**config.mk**
```make
export PLATFORM = sky130hd
export DESIGN_NAME = sfpi_pin_if
export DESIGN_NICKNAME = d
export VERILOG_FILES = /design/src/rtl/sfpi_pkg.sv /design/src/rtl/sfpi_pin_if.sv
export VERILOG_INCLUDE_DIRS = /design/src /design/src/rtl
export SDC_FILE = /design/constraint.sdc
export NUM_CORES = 1
export LEC_CHECK = 0
export ABC_AREA = 1
export BUFFER_PORTS_ARGS = -buffer_cell sky130_fd_sc_hd__buf_2
export CAP_MARGIN = 20
export CORE_MARGIN = 2
export CORE_UTILIZATION = 25
export DETAILED_ROUTE_END_ITERATION = 8
export SLEW_MARGIN = 15
export SYNTH_ARGS = -nofsm -noshare
export SYNTH_HDL_FRONTEND = slang
export SYNTH_SLANG_ARGS = --single-unit
```
**constraint.sdc**
```tcl
create_clock -name core_clk -period 5.61 [get_ports core_clk]
set_input_delay 1.122 -clock core_clk [delete_from_list [all_inputs] [get_ports core_clk]]
set_output_delay 1.122 -clock core_clk [all_outputs]
set_load 0.1 [all_outputs]
```
**src/rtl/sfpi_consts.svh**
```systemverilog
// Constants of the serial flash pin interface
// Summary of operation
// RQ1: Capture instruction, address and write data on serial input at clock rise.
// RQ2: Shift read data onto serial output at clock fall for host rise sampling.
// RQ3: Lines zero and one turn bidirectional in dual and quad transfers.
// RQ4: Chip select high deselects, floats all outputs; internal operations keep running.
// RQ5: After power-up, ignore everything until chip select falls high to low.
// RQ6: Write-protect pin with protect bits blocks status writes and guards array.
// RQ7: Quad enabled turns write-protect pin into data line two.
// RQ8: Pin-function select at zero makes fourth pin the active-low hold.
// RQ9: Hold low while selected floats output, ignores clock and input.
// RQ10: Quad enable disables hold; fourth pin becomes data line three.
// RQ11: Pin-function select at one makes fourth pin an active-low reset.
// RQ12: Reset pin low about one microsecond aborts every operation in progress.
// RQ13: Hardware reset exists only with quad enable clear.
// RQ14: Four-line instruction mode moves a whole opcode in two clocks.
// RQ15: Addresses are 24 bits; continuous read skips the opcode.
// RQ16: Burst reads wrap inside aligned 8, 16, 32 or 64 byte windows.
// RQ17: Programming is by 256-byte page; array holds 4096 pages.
// RQ18: Readable 64-bit unique number and three 256-byte security regions.
// RQ19: Bidirectional lines float whenever returned data is not being driven.
`ifndef SFPI_CONSTS_SVH
`define SFPI_CONSTS_SVH

// ------------------------------------------------------------
// Timing
// ------------------------------------------------------------
`define SFPI_CLK_PERIOD_NS 40
`define SFPI_T_RESET_NS    1000
`define SFPI_RESET_CYCLES  ((`SFPI_T_RESET_NS + `SFPI_CLK_PERIOD_NS - 1) / `SFPI_CLK_PERIOD_NS)
`define SFPI_RST_CNT_W     5

// ------------------------------------------------------------
// Geometry
// ------------------------------------------------------------
`define SFPI_ADDR_W        24
`define SFPI_PAGE_BYTES    256
`define SFPI_PAGE_COUNT    4096
`define SFPI_ARRAY_LOG2    20
`define SFPI_BLOCK_LOG2    16
`define SFPI_SECTOR_LOG2   12
`define SFPI_SEC_REG_LAST  2'h3
`define SFPI_UID_RESET     64'h0123456789abcdef

// ------------------------------------------------------------
// Reset values
// ------------------------------------------------------------
`define SFPI_CS_SYNC_RESET 1'b0
`define SFPI_BYTE_BITS     4'h8

`endif

```
**src/rtl/sfpi_pkg.sv**
```systemverilog
// Types of the serial flash pin interface
package sfpi_pkg;

  // Lane width of a transfer phase
  typedef enum logic [1:0] {
    SFPI_W1 = 2'b00,
    SFPI_W2 = 2'b01,
    SFPI_W4 = 2'b10
  } sfpi_width_t;

  // Address stepping mode
  typedef enum logic [2:0] {
    SFPI_WRAP_NONE = 3'b000,
    SFPI_WRAP_8    = 3'b001,
    SFPI_WRAP_16   = 3'b010,
    SFPI_WRAP_32   = 3'b011,
    SFPI_WRAP_64   = 3'b100,
    SFPI_WRAP_PAGE = 3'b101
  } sfpi_wrap_t;

  // Frame state
  typedef enum logic [1:0] {
    SFPI_ST_LOCKED = 2'b00,
    SFPI_ST_IDLE   = 2'b01,
    SFPI_ST_ACTIVE = 2'b10,
    SFPI_ST_HOLD   = 2'b11
  } sfpi_state_t;

endpackage

```
**src/rtl/sfpi_pin_if.sv**
```systemverilog
// Pin-level front end of the serial flash
`timescale 1ns/1ns
`include "sfpi_consts.svh"

module sfpi_pin_if #(
  parameter logic [63:0] UNIQUE_ID = `SFPI_UID_RESET  // Arbitrary value
) (
  // Clock and reset
  input  wire logic                       core_clk,
  input  wire logic                       rst,
  // Serial pins
  input  wire logic                       sclk,
  input  wire logic                       cs_n,
  input  wire logic                       data_line_zero_in,
  output logic                            data_line_zero_out,
  output logic                            data_line_zero_oe,
  input  wire logic                       data_line_one_in,
  output logic                            data_line_one_out,
  output logic                            data_line_one_oe,
  input  wire logic                       data_line_two_in,
  output logic                            data_line_two_out,
  output logic                            data_line_two_oe,
  input  wire logic                       data_line_three_in,
  output logic                            data_line_three_out,
  output logic                            data_line_three_oe,
  // Configuration bits
  input  wire logic                       quad_enable_bit,
  input  wire logic                       pin4_function_select,
  input  wire logic                       four_line_instruction_mode,
  input  wire logic                       status_protect_bit,
  input  wire logic [2:0]                 block_protect_field,
  input  wire logic                       top_bottom_select,
  input  wire logic                       sector_granularity_select,
  input  wire logic                       complement_protect_bit,
  // Frame events
  output logic                            frame_start,
  output logic                            frame_end,
  output logic                            frame_held,
  output logic                            hw_reset_abort,
  // Receive side
  input  wire sfpi_pkg::sfpi_width_t      rx_width,
  input  wire logic                       skip_opcode,
  output logic [7:0]                      rx_byte,
  output logic                            rx_valid,
  output logic                            rx_is_opcode,
  // Transmit side
  input  wire logic                       tx_active,
  input  wire sfpi_pkg::sfpi_width_t      tx_width,
  input  wire logic [7:0]                 tx_byte,
  output logic                            tx_take,
  // Address counter
  input  wire logic                       addr_load,
  input  wire logic [`SFPI_ADDR_W-1:0]    addr_value,
  input  wire logic                       addr_step,
  input  wire sfpi_pkg::sfpi_wrap_t       addr_wrap,
  output logic [`SFPI_ADDR_W-1:0]         addr,
  // Protection and identity
  output logic                            status_write_locked,
  output logic                            addr_protected,
  output logic [1:0]                      security_region,
  output logic [7:0]                      unique_id_byte
);
  import sfpi_pkg::*;

  // ------------------------------------------------------------
  // Input synchronisers
  // ------------------------------------------------------------
  logic [5:0]  sync_a;
  logic [5:0]  sync_b;
  logic        sclk_prev;
  logic        cs_prev;

  always_ff @(posedge core_clk) begin
    if (rst) begin
      sync_a    <= {`SFPI_CS_SYNC_RESET, 5'h00};
      sync_b    <= {`SFPI_CS_SYNC_RESET, 5'h00};
      sclk_prev <= 1'b0;
      cs_prev   <= `SFPI_CS_SYNC_RESET;
    end else begin
      sync_a    <= {cs_n, sclk, data_line_three_in, data_line_two_in,
                    data_line_one_in, data_line_zero_in};
      sync_b    <= sync_a;
      sclk_prev <= sync_b[4];
      cs_prev   <= sync_b[5];
    end
  end

  // ------------------------------------------------------------
  // Pin function decode
  // ------------------------------------------------------------
  wire cs_s      = sync_b[5];
  wire sclk_s    = sync_b[4];
  wire line3_s   = sync_b[3];
  wire line2_s   = sync_b[2];
  wire line1_s   = sync_b[1];
  wire line0_s   = sync_b[0];
  wire cs_fall   = cs_prev & ~cs_s;
  wire sclk_rise = ~sclk_prev & sclk_s;
  wire sclk_fall = sclk_prev & ~sclk_s;
  wire wide_io   = quad_enable_bit | four_line_instruction_mode;      // see RQ7 see RQ10
  wire hold_fn   = ~wide_io & ~pin4_function_select;                  // see RQ8
  wire reset_fn  = ~wide_io & pin4_function_select;                   // see RQ11 see RQ13
  wire wp_fn     = ~wide_io;                                          // see RQ7
  wire hold_low  = hold_fn & ~line3_s & ~cs_s;                        // see RQ9
  wire reset_low = reset_fn & ~line3_s;

  // ------------------------------------------------------------
  // Hardware reset filter
  // ------------------------------------------------------------
  localparam logic [`SFPI_RST_CNT_W-1:0] RST_CYCLES = `SFPI_RST_CNT_W'(`SFPI_RESET_CYCLES);
  logic [`SFPI_RST_CNT_W-1:0] rst_cnt;
  wire rst_done = (rst_cnt == RST_CYCLES);

  always_ff @(posedge core_clk) begin
    if (rst | ~reset_low) begin
      rst_cnt <= '0;
    end else if (~rst_done) begin
      rst_cnt <= rst_cnt + 1'b1;                                      // see RQ12
    end
  end

  wire abort_now = reset_low & (rst_cnt == RST_CYCLES - 1'b1);        // see RQ12
  wire in_reset  = abort_now | rst_done;

  // ------------------------------------------------------------
  // Frame state
  // ------------------------------------------------------------
  sfpi_state_t state;
  sfpi_state_t next_state;

  always_comb begin
    next_state = state;
    case (state)
      SFPI_ST_LOCKED: begin
        if (cs_fall) begin
          next_state = SFPI_ST_ACTIVE;                                // see RQ5
        end
      end
      SFPI_ST_IDLE: begin
        if (cs_fall) begin
          next_state = SFPI_ST_ACTIVE;
        end
      end
      SFPI_ST_ACTIVE: begin
        if (cs_s) begin
          next_state = SFPI_ST_IDLE;                                  // see RQ4
        end else if (hold_low) begin
          next_state = SFPI_ST_HOLD;                                  // see RQ9
        end
      end
      SFPI_ST_HOLD: begin
        if (cs_s) begin
          next_state = SFPI_ST_IDLE;
        end else if (~hold_low) begin
          next_state = SFPI_ST_ACTIVE;                                // see RQ9
        end
      end
      default: begin
        next_state = SFPI_ST_LOCKED;
      end
    endcase
    if (in_reset) begin
      next_state = SFPI_ST_LOCKED;                                    // see RQ12
    end
  end

  wire start_now = (next_state == SFPI_ST_ACTIVE) &
                   ((state == SFPI_ST_LOCKED) | (state == SFPI_ST_IDLE));
  wire end_now   = ((state == SFPI_ST_ACTIVE) | (state == SFPI_ST_HOLD)) &
                   ((next_state == SFPI_ST_IDLE) | (next_state == SFPI_ST_LOCKED));
  wire live      = (state == SFPI_ST_ACTIVE) & ~hold_low & ~cs_s & ~in_reset;
  wire rise_ok   = live & sclk_rise & ~tx_active;                     // see RQ1 see RQ9
  wire fall_ok   = live & sclk_fall & tx_active;                      // see RQ2 see RQ9

  always_ff @(posedge core_clk) begin
    if (rst) begin
      state          <= SFPI_ST_LOCKED;
      frame_start    <= 1'b0;
      frame_end      <= 1'b0;
      hw_reset_abort <= 1'b0;
    end else begin
      state          <= next_state;
      frame_start    <= start_now;
      frame_end      <= end_now;
      hw_reset_abort <= abort_now;
    end
  end

  assign frame_held = (state == SFPI_ST_HOLD);

  // ------------------------------------------------------------
  // Receive shifter
  // ------------------------------------------------------------
  logic        first_byte;
  logic [7:0]  rx_shift;
  logic [3:0]  rx_cnt;

  wire opcode_phase = first_byte & ~skip_opcode;                      // see RQ15
  sfpi_width_t cur_rx_w;
  assign cur_rx_w = opcode_phase ?
                    (four_line_instruction_mode ? SFPI_W4 : SFPI_W1) : rx_width;  // see RQ14
  wire [3:0] rx_step = (cur_rx_w == SFPI_W4) ? 4'h4 :
                       (cur_rx_w == SFPI_W2) ? 4'h2 : 4'h1;
  wire [7:0] rx_next = (cur_rx_w == SFPI_W4) ? {rx_shift[3:0], line3_s, line2_s,
                                                line1_s, line0_s} :     // see RQ3
                       (cur_rx_w == SFPI_W2) ? {rx_shift[5:0], line1_s, line0_s} :
                       {rx_shift[6:0], line0_s};
  wire [3:0] rx_cnt_next = rx_cnt + rx_step;
  wire       rx_full     = (rx_cnt_next == `SFPI_BYTE_BITS);

  always_ff @(posedge core_clk) begin
    if (rst | start_now | in_reset) begin
      first_byte   <= 1'b1;
      rx_shift     <= 8'h00;
      rx_cnt       <= 4'h0;
      rx_valid     <= 1'b0;
      rx_is_opcode <= 1'b0;
      rx_byte      <= 8'h00;
    end else begin
      rx_valid <= 1'b0;
      if (rise_ok) begin
        rx_shift <= rx_next;                                          // see RQ1
        rx_cnt   <= rx_full ? 4'h0 : rx_cnt_next;
        if (rx_full) begin
          rx_byte      <= rx_next;
          rx_valid     <= 1'b1;
          rx_is_opcode <= opcode_phase;
          first_byte   <= 1'b0;
        end
      end
    end
  end

  // ------------------------------------------------------------
  // Transmit shifter
  // ------------------------------------------------------------
  logic [7:0]  tx_shift;
  logic [3:0]  tx_cnt;
  logic [3:0]  out_bits;
  logic        tx_on;

  wire [7:0] tx_src  = (tx_cnt == 4'h0) ? tx_byte : tx_shift;
  wire [3:0] tx_step = (tx_width == SFPI_W4) ? 4'h4 :
                       (tx_width == SFPI_W2) ? 4'h2 : 4'h1;
  wire [3:0] tx_bits = (tx_width == SFPI_W4) ? tx_src[7:4] :
                       (tx_width == SFPI_W2) ? {2'b00, tx_src[7:6]} :
                       {2'b00, tx_src[7], 1'b0};
  wire [7:0] tx_rest = tx_src << tx_step;

  always_ff @(posedge core_clk) begin
    if (rst | ~tx_active | start_now | in_reset) begin
      tx_shift <= 8'h00;
      tx_cnt   <= 4'h0;
      out_bits <= 4'h0;
      tx_on    <= 1'b0;
      tx_take  <= 1'b0;
    end else begin
      tx_take <= 1'b0;
      if (fall_ok) begin
        out_bits <= tx_bits;                                          // see RQ2
        tx_shift <= tx_rest;
        tx_cnt   <= (tx_cnt == 4'h0) ? (`SFPI_BYTE_BITS - tx_step) : (tx_cnt - tx_step);
        tx_take  <= (tx_cnt == 4'h0);
        tx_on    <= 1'b1;
      end
    end
  end

  // ------------------------------------------------------------
  // Pin drivers
  // ------------------------------------------------------------
  wire drive  = tx_on & tx_active & live;                             // see RQ4 see RQ19
  wire lane01 = drive & (tx_width != SFPI_W1);                        // see RQ3
  wire lane23 = drive & (tx_width == SFPI_W4) & wide_io;              // see RQ7 see RQ10

  assign data_line_zero_oe   = lane01;
  assign data_line_one_oe    = drive;                                 // see RQ9
  assign data_line_two_oe    = lane23;
  assign data_line_three_oe  = lane23;
  assign data_line_zero_out  = out_bits[0];
  assign data_line_one_out   = out_bits[1];
  assign data_line_two_out   = out_bits[2];
  assign data_line_three_out = out_bits[3];

  // ------------------------------------------------------------
  // Address counter
  // ------------------------------------------------------------
  logic [`SFPI_ADDR_W-1:0] wrap_mask;

  always_comb begin
    case (addr_wrap)
      SFPI_WRAP_8:    wrap_mask = 24'h000007;                         // see RQ16
      SFPI_WRAP_16:   wrap_mask = 24'h00000f;
      SFPI_WRAP_32:   wrap_mask = 24'h00001f;
      SFPI_WRAP_64:   wrap_mask = 24'h00003f;
      SFPI_WRAP_PAGE: wrap_mask = 24'(`SFPI_PAGE_BYTES - 1);          // see RQ17
      default:        wrap_mask = 24'hffffff;
    endcase
  end

  wire [`SFPI_ADDR_W-1:0] addr_inc  = addr + 1'b1;
  wire [`SFPI_ADDR_W-1:0] addr_next = (addr & ~wrap_mask) | (addr_inc & wrap_mask);

  always_ff @(posedge core_clk) begin
    if (rst | in_reset) begin
      addr <= '0;
    end else if (addr_load) begin
      addr <= addr_value;                                             // see RQ15
    end else if (addr_step) begin
      addr <= addr_next;
    end
  end

  // ------------------------------------------------------------
  // Protection decode
  // ------------------------------------------------------------
  wire [2:0] bp_m1    = block_protect_field - 3'h1;
  wire [4:0] size_raw = (sector_granularity_select ? 5'(`SFPI_SECTOR_LOG2) :
                                                     5'(`SFPI_BLOCK_LOG2)) + {2'b00, bp_m1};
  wire [4:0] size_log = (size_raw > 5'(`SFPI_ARRAY_LOG2)) ? 5'(`SFPI_ARRAY_LOG2) : size_raw;
  wire [20:0] region  = 21'h000001 << size_log;
  wire [20:0] aoff    = {1'b0, addr[`SFPI_ARRAY_LOG2-1:0]};
  wire [20:0] top_lim = 21'(1 << `SFPI_ARRAY_LOG2) - region;
  wire in_region      = (block_protect_field != 3'h0) &
                        (top_bottom_select ? (aoff < region) : (aoff >= top_lim));  // see RQ6
  wire wp_low         = wp_fn & ~line2_s;

  always_ff @(posedge core_clk) begin
    if (rst) begin
      addr_protected      <= 1'b0;
      status_write_locked <= 1'b0;
    end else begin
      addr_protected      <= in_region ^ complement_protect_bit;      // see RQ6
      status_write_locked <= status_protect_bit & wp_low;             // see RQ6
    end
  end

  // ------------------------------------------------------------
  // Identity and security regions
  // ------------------------------------------------------------
  wire sec_hit = (addr[23:14] == 10'h000) & (addr[13:12] != 2'h0) &
                 (addr[11:8] == 4'h0) & (addr[13:12] <= `SFPI_SEC_REG_LAST);
  wire [63:0] uid_shift = UNIQUE_ID << {addr[2:0], 3'b000};

  always_ff @(posedge core_clk) begin
    if (rst) begin
      security_region <= 2'h0;
      unique_id_byte  <= 8'h00;
    end else begin
      security_region <= sec_hit ? addr[13:12] : 2'h0;                // see RQ18
      unique_id_byte  <= uid_shift[63:56];                            // see RQ18
    end
  end

endmodule // sfpi_pin_if

```
==> results.txt, run 1 <==
CP max-delay cell = ha_1
Synth cell types = 54
Leakage power = 0.00350 uW
Hold EP = sync_b[1]
Max-cap viol count = 0
Wl on met1 = 8480 microns
Post-DR vias/cell = 4.53
Top cell type's share of synthesized area = 30.0%
Worst skew pair latency = 0.36 ns
Hold Path Class = reg2reg
Layout net count = 1145
GRT Overall Usage = 13.6%
Initial Utilization = 25.4%
RSZ-0062 raised after global routing = false
Fraction of registers with async set/reset = 0%
Syn nets = 1043
First-iteration detailed-routing DRC count = 383
Worst Hold Launch = sync_a[1]
Worst-Margin Slew = 0.708 ns
First-pass GRT wire length = 29000 microns
Wirelength, routed = 17800 microns
Grt ovf = 0
Kind of critical path = in2reg
Clock transition at path regs = 0.08 ns
R2R setup slack = 2.39 ns
Endpoints failing hold = 0
DPL Wire Length = 14200 microns
Yosys warning count = 0
Finish-stage setup viols = 0
Vias = 6130
Fill cells = 2808
GPL Wtd Cong = 0.903
Hold Buf Count CTS = 0
FP Rows = 58
CP max FO = 6
IO Pins = 120
Slew HR = 52.8%
H-tree levels = 3
Worst hold stages = 2
Area grow syn2layout = 18.6%
Most used cell, CP = nand2_1
Met3 WL = 713 microns
Crit path buf inv count = 7
Worst setup SP type = primary input
Post-Layout Cell Count = 1354
Uppermost routed layer = met4
Initial antenna violation count = 1
Largest net degree at the start of global routing = 31
Pwr dens = 239 nW/um^2
CP required = 5.91 ns
Post-route ant nets = 0
Hold WS = 0.398 ns
Total negative setup slack = 0 ns
# port buffers = 118
Sequential-to-total area share from yosys stat = 30.0%
Vias in the first global route = 5731
Syn_area_per_cell = 6.99 sq um
Post-synth EDFFs = 0
Top FF cell, synth = dfxtp_1
CTS max path bufs = 2
Postcts setup bufs = 0
Status = complete, no violations
Crit-path max cell delay = 0.29 ns
Worst EP arrival = 5.03 ns
Mapped cell area = 6410 sq um
Clk_skew = 0.0102 ns
Worst r2r src = first_byte
CTS tree = built
Final core utilization = 30.2%
Die Height = 164 microns
N_diodes = 0
TritonCTS Buffers = 9
Clock root cell = clkbuf_16
Die Area = 26900 sq um
Synth Register Bits = 96
Core area = 25200 sq um
Post-CTS sizing = 0
Cells after DPL = 1338
Post-synthesis instance total = 917
Final min period = 4.73 ns
Maximum vdd drop = 125 uV
Drt drc = 0
WL met2 = 8310 microns
Maximum operating frequency = 0.212 GHz
Post-DP Area = 7280 sq um
Tcrit/Tclk final = 84.3%
Critical path endpoint category = register
Detailed Routing Iterations Pass 1 = 5
RR Endpoint = rx_byte[0]
Chip Width = 164 microns
Share of cells above drive strength 1 = 18.6%
Wire per inst = 13.2 microns
Slew Viols, Final = 0
Area leader, netlist = dfxtp_1
Clk sinks = 96
Cell family with most CP delay = simple AND/OR/NAND/NOR gates
Top cells by area, synth = dfxtp_1 30%, ha_1 12%, nand2_1 12%, inv_1 7.3%, a21oi_1 6.5%
Design area = 7600 sq um
R2R depth = 16
-- worst reg2reg max path, cell delays in order, from the launching register on --
cell and delay [ns]:
dfxtp_1 0.30, inv_1 0.06, nor2_1 0.05, or2_2 0.26, o21ai_0 0.13, inv_1 0.08
ha_1 0.28, ha_1 0.22, fa_1 0.39, xnor2_1 0.20, inv_1 0.06, nor3_1 0.13
nand2_1 0.10, nor2_2 0.42, inv_1 0.27, nand2_1 0.11, a21oi_1 0.06
-- per-stage QoR --
stage / total power [uW] / worst slack [ns]
floorplan: 1090 / 0.142
global placement: 1190 / 0.573
detailed placement: 1200 / 0.497
CTS: 1850 / 0.874
global route: 1930 / 0.230
finish: 1820 / 0.882
-- cell usage after synthesis (4+ instances only) --
library cell and instances:
buf_4 8, a22oi_1 4, inv_1 125, nand2_4 4
clkbuf_1 14, o21ai_0 41, nor2_2 9, nand4_1 15
a31oi_1 14, ha_1 63, o211ai_1 7, inv_2 10
dfxtp_1 96, nor2_1 81, mux2i_1 5, nor3_1 19
nand2_1 202, xnor2_1 8, nand2_2 8, nand3_1 33
nor3_2 5, a21oi_1 83, xor2_1 11, buf_2 4
-- how the worst max path moves through the flow --
stage | to | startpoint | cells after the start | slack [ns]
after floorplan | data_line_zero_oe | quad_enable_bit | 10 | 0.14
after global placement | addr_protected | block_protect_field[0] | 39 | 0.57
after detailed placement | addr_protected | block_protect_field[0] | 39 | 0.50
after CTS | addr_protected | block_protect_field[0] | 39 | 0.87
after global routing | addr_protected | block_protect_field[0] | 39 | 0.23
final | addr_protected | block_protect_field[0] | 39 | 0.88
-- logic make-up (layout without fill, tap and decap cells) --
logic type,Yosys count,count (layout),synth area share [%]
adders and majority gates,65,65,12.9
AOI/OAI and AO/OA,168,168,14.7
buffers and inverters,164,271,10.3
DFF,96,96,30.0
xor gates and xnor gates,19,19,2.60
and+or+nand+nor,397,397,28.3
other,1,1,0.0585
muxes,7,7,1.13
-- routing by layer --
layer / GRT usage (%) / vias to the layer above
li1: - / 3211
met1: 18.1 / 2778
met2: 22.6 / 124
met3: 1.79 / 17
met4: 4.47 / 0
met5: 0 / -
-- area by class of cell --
class                   count  area, sq um  area share (%)
well taps                 330          413            5.43
repair buffers            118          591            7.77
inverters                 137          514            6.77
multi-input cells         657         3840            50.6
flip-flops and latches     96         1920            25.3
clock buffers               9          225            2.96
clock inverters             7         91.3            1.20
-- cells in the final DEF, fill, tap and decap left out, types with 10 or more instances in the layout --
| master | count |
|---|---|
| nand2_1 | 202 |
| inv_1 | 125 |
| buf_2 | 118 |
| dfxtp_1 | 96 |
| a21oi_1 | 83 |
| nor2_1 | 81 |
| ha_1 | 63 |
| o21ai_0 | 41 |
| nand3_1 | 33 |
| nor3_1 | 17 |
| nand4_1 | 15 |
| a31oi_1 | 14 |
| xor2_1 | 11 |
| inv_2 | 10 |
-- report_power, final --
group / switching [uW] / internal, uW / leakage [uW]
Sequential: 30.3 / 700 / 0.000782
Clock: 319 / 320 / 0.000151
Combinational: 317 / 133 / 0.00257
(Power assumes the default switching activity.)
==> run 2: changes to the inputs <==
==> constraint.sdc (replaced) <==
create_clock -name core_clk -period 4.7 [get_ports core_clk]
set_input_delay 0.94 -clock core_clk [delete_from_list [all_inputs] [get_ports core_clk]]
set_output_delay 0.94 -clock core_clk [all_outputs]
set_load 0.1 [all_outputs]
==> results.txt, run 2 (synthesis results as in run 1) <==
GRT Overall Usage = 13.6% (about the same)
Status = complete, no violations (unchanged)
Finish-stage setup viols = 0 (unchanged)
Hold WS = 0.406 ns (was 0.398 ns)
FP Rows = 58 (unchanged)
Chip Width = 164 microns (unchanged)
Worst hold stages = 2 (unchanged)
Detailed Routing Iterations Pass 1 = 5 (unchanged)
Maximum vdd drop = 153 uV (was 125 uV)
Initial antenna violation count = 1 (unchanged)
Clk sinks = 96 (unchanged)
Drt drc = 0 (unchanged)
R2R depth = 16 (unchanged)
DPL Wire Length = 14500 microns (was 14200 microns)
N_diodes = 0 (unchanged)
Wire per inst = 13.2 microns (about the same)
Post-DP Area = 7350 sq um (was 7280 sq um)
Clock transition at path regs = 0.08 ns (about the same)
Largest net degree at the start of global routing = 31 (unchanged)
Post-route ant nets = 0 (unchanged)
Share of cells above drive strength 1 = 19.4% (was 18.6%)
Design area = 7670 sq um (was 7600 sq um)
CTS tree = built (unchanged)
Most used cell, CP = nand2_1 (unchanged)
Clock root cell = clkbuf_16 (unchanged)
Post-CTS sizing = 0 (unchanged)
Hold Buf Count CTS = 0 (unchanged)
Layout net count = 1153 (was 1145)
Postcts setup bufs = 0 (unchanged)
CTS max path bufs = 2 (unchanged)
Post-DR vias/cell = 4.55 (was 4.53)
Post-Layout Cell Count = 1362 (was 1354)
Area grow syn2layout = 19.7% (was 18.6%)
Die Area = 26900 sq um (unchanged)
First-iteration detailed-routing DRC count = 320 (was 383)
Max-cap viol count = 0 (unchanged)
Clk_skew = 0.0129 ns (was 0.0102 ns)
CP max FO = 4 (was 6)
Worst skew pair latency = 0.36 ns (about the same)
Most common cell after layout, fill and taps aside = nand2_1 (unchanged)
Commonest cells after routing, fill and taps aside = 202 x nand2_1, 125 x inv_1, 118 x buf_2 (unchanged)
First-pass GRT wire length = 29100 microns (was 29000 microns)
Vias = 6200 (was 6130)
Endpoints failing hold = 0 (unchanged)
RSZ-0062 raised after global routing = false (unchanged)
Wirelength, routed = 18000 microns (was 17800 microns)
Hold Path Class = reg2reg (unchanged)
Pwr dens = 284 nW/um^2 (was 239 nW/um^2)
H-tree levels = 3 (unchanged)
Maximum operating frequency = 0.238 GHz
TritonCTS Buffers = 9 (unchanged)
# port buffers = 118 (unchanged)
Kind of critical path = in2reg (unchanged)
Cells after DPL = 1346 (was 1338)
Die Height = 164 microns (unchanged)
Final min period = 4.20 ns
Leakage power = 0.00354 uW (was 0.00350 uW)
Tcrit/Tclk final = 89.4%
Vias in the first global route = 5886 (was 5731)
CP max-delay cell = ha_1 (unchanged)
Crit-path max cell delay = 0.30 ns (was 0.29 ns)
CP required = 5.00 ns (was 5.91 ns)
Worst-Margin Slew = 0.713 ns (was 0.708 ns)
Core area = 25200 sq um (unchanged)
Worst EP arrival = 4.50 ns (was 5.03 ns)
IO Pins = 120 (unchanged)
Initial Utilization = 25.4% (unchanged)
Critical path endpoint category = register (unchanged)
Grt ovf = 0 (unchanged)
Total negative setup slack = 0 ns (unchanged)
Slew Viols, Final = 0 (unchanged)
Final core utilization = 30.5% (was 30.2%)
Slew HR = 52.5% (was 52.8%)
GPL Wtd Cong = 0.913 (was 0.903)
Worst setup SP type = primary input (unchanged)
run 2: cell types whose count changed in the layout (fill, tap and decap cells not counted):
cell,change
nor2_1,-1
nor3_2,+1
buf_4,+8
nor3_1,-1
nor2_2,+1
run 2: layout make-up:
type	count	area (sq um)
fill	2760	17500
multi-input combinational	657	3850
sequential	96	1920
timing repair buffer	126	651
inverter	137	514
tap	330	413
clock buffer	9	225
clock inverter	7	91.3
run 2: final timing paths:
check | start | end | slack (ns)
worst max register to register | first_byte | rx_byte[0] | 1.65
worst min-delay path | sync_a[1] | sync_b[1] | 0.41
worst min register to register | sync_a[1] | sync_b[1] | 0.41
worst max-delay path | block_protect_field[1] | addr_protected | 0.50
run 2: metal layers:
layer	vias up	global-route usage, %	part of all wire, %
li1	3226	-	-
met1	2830	17.0	46
met2	125	23.9	48
met5	-	0	0.056
met3	17	3.01	5.1
met4	2	2.83	1.1
run 2: critical path: cells and delay by family:
kind	cells	cell delay, ns
xor gates and xnor gates	2	0.30
adders and majority gates	4	0.87
buffers and inverters	7	0.56
and+or+nand+nor	26	1.83
run 2: power breakdown:
| group | switching, uW | internal, uW | leakage [uW] | total (uW) |
|---|---|---|---|---|
| sequential | 34.5 | 835 | 0.000782 | 870 |
| combinational | 383 | 165 | 0.00261 | 548 |
| clock | 380 | 382 | 0.000151 | 761 |
run 2: metrics by stage:
step,power [uW],setup WS (ns)
after floorplan,1300,-0.362
after global placement,1430,0.117
after detailed placement,1440,0.000361
after CTS,2210,0.389
after global routing,2310,0.0835
final,2180,0.499
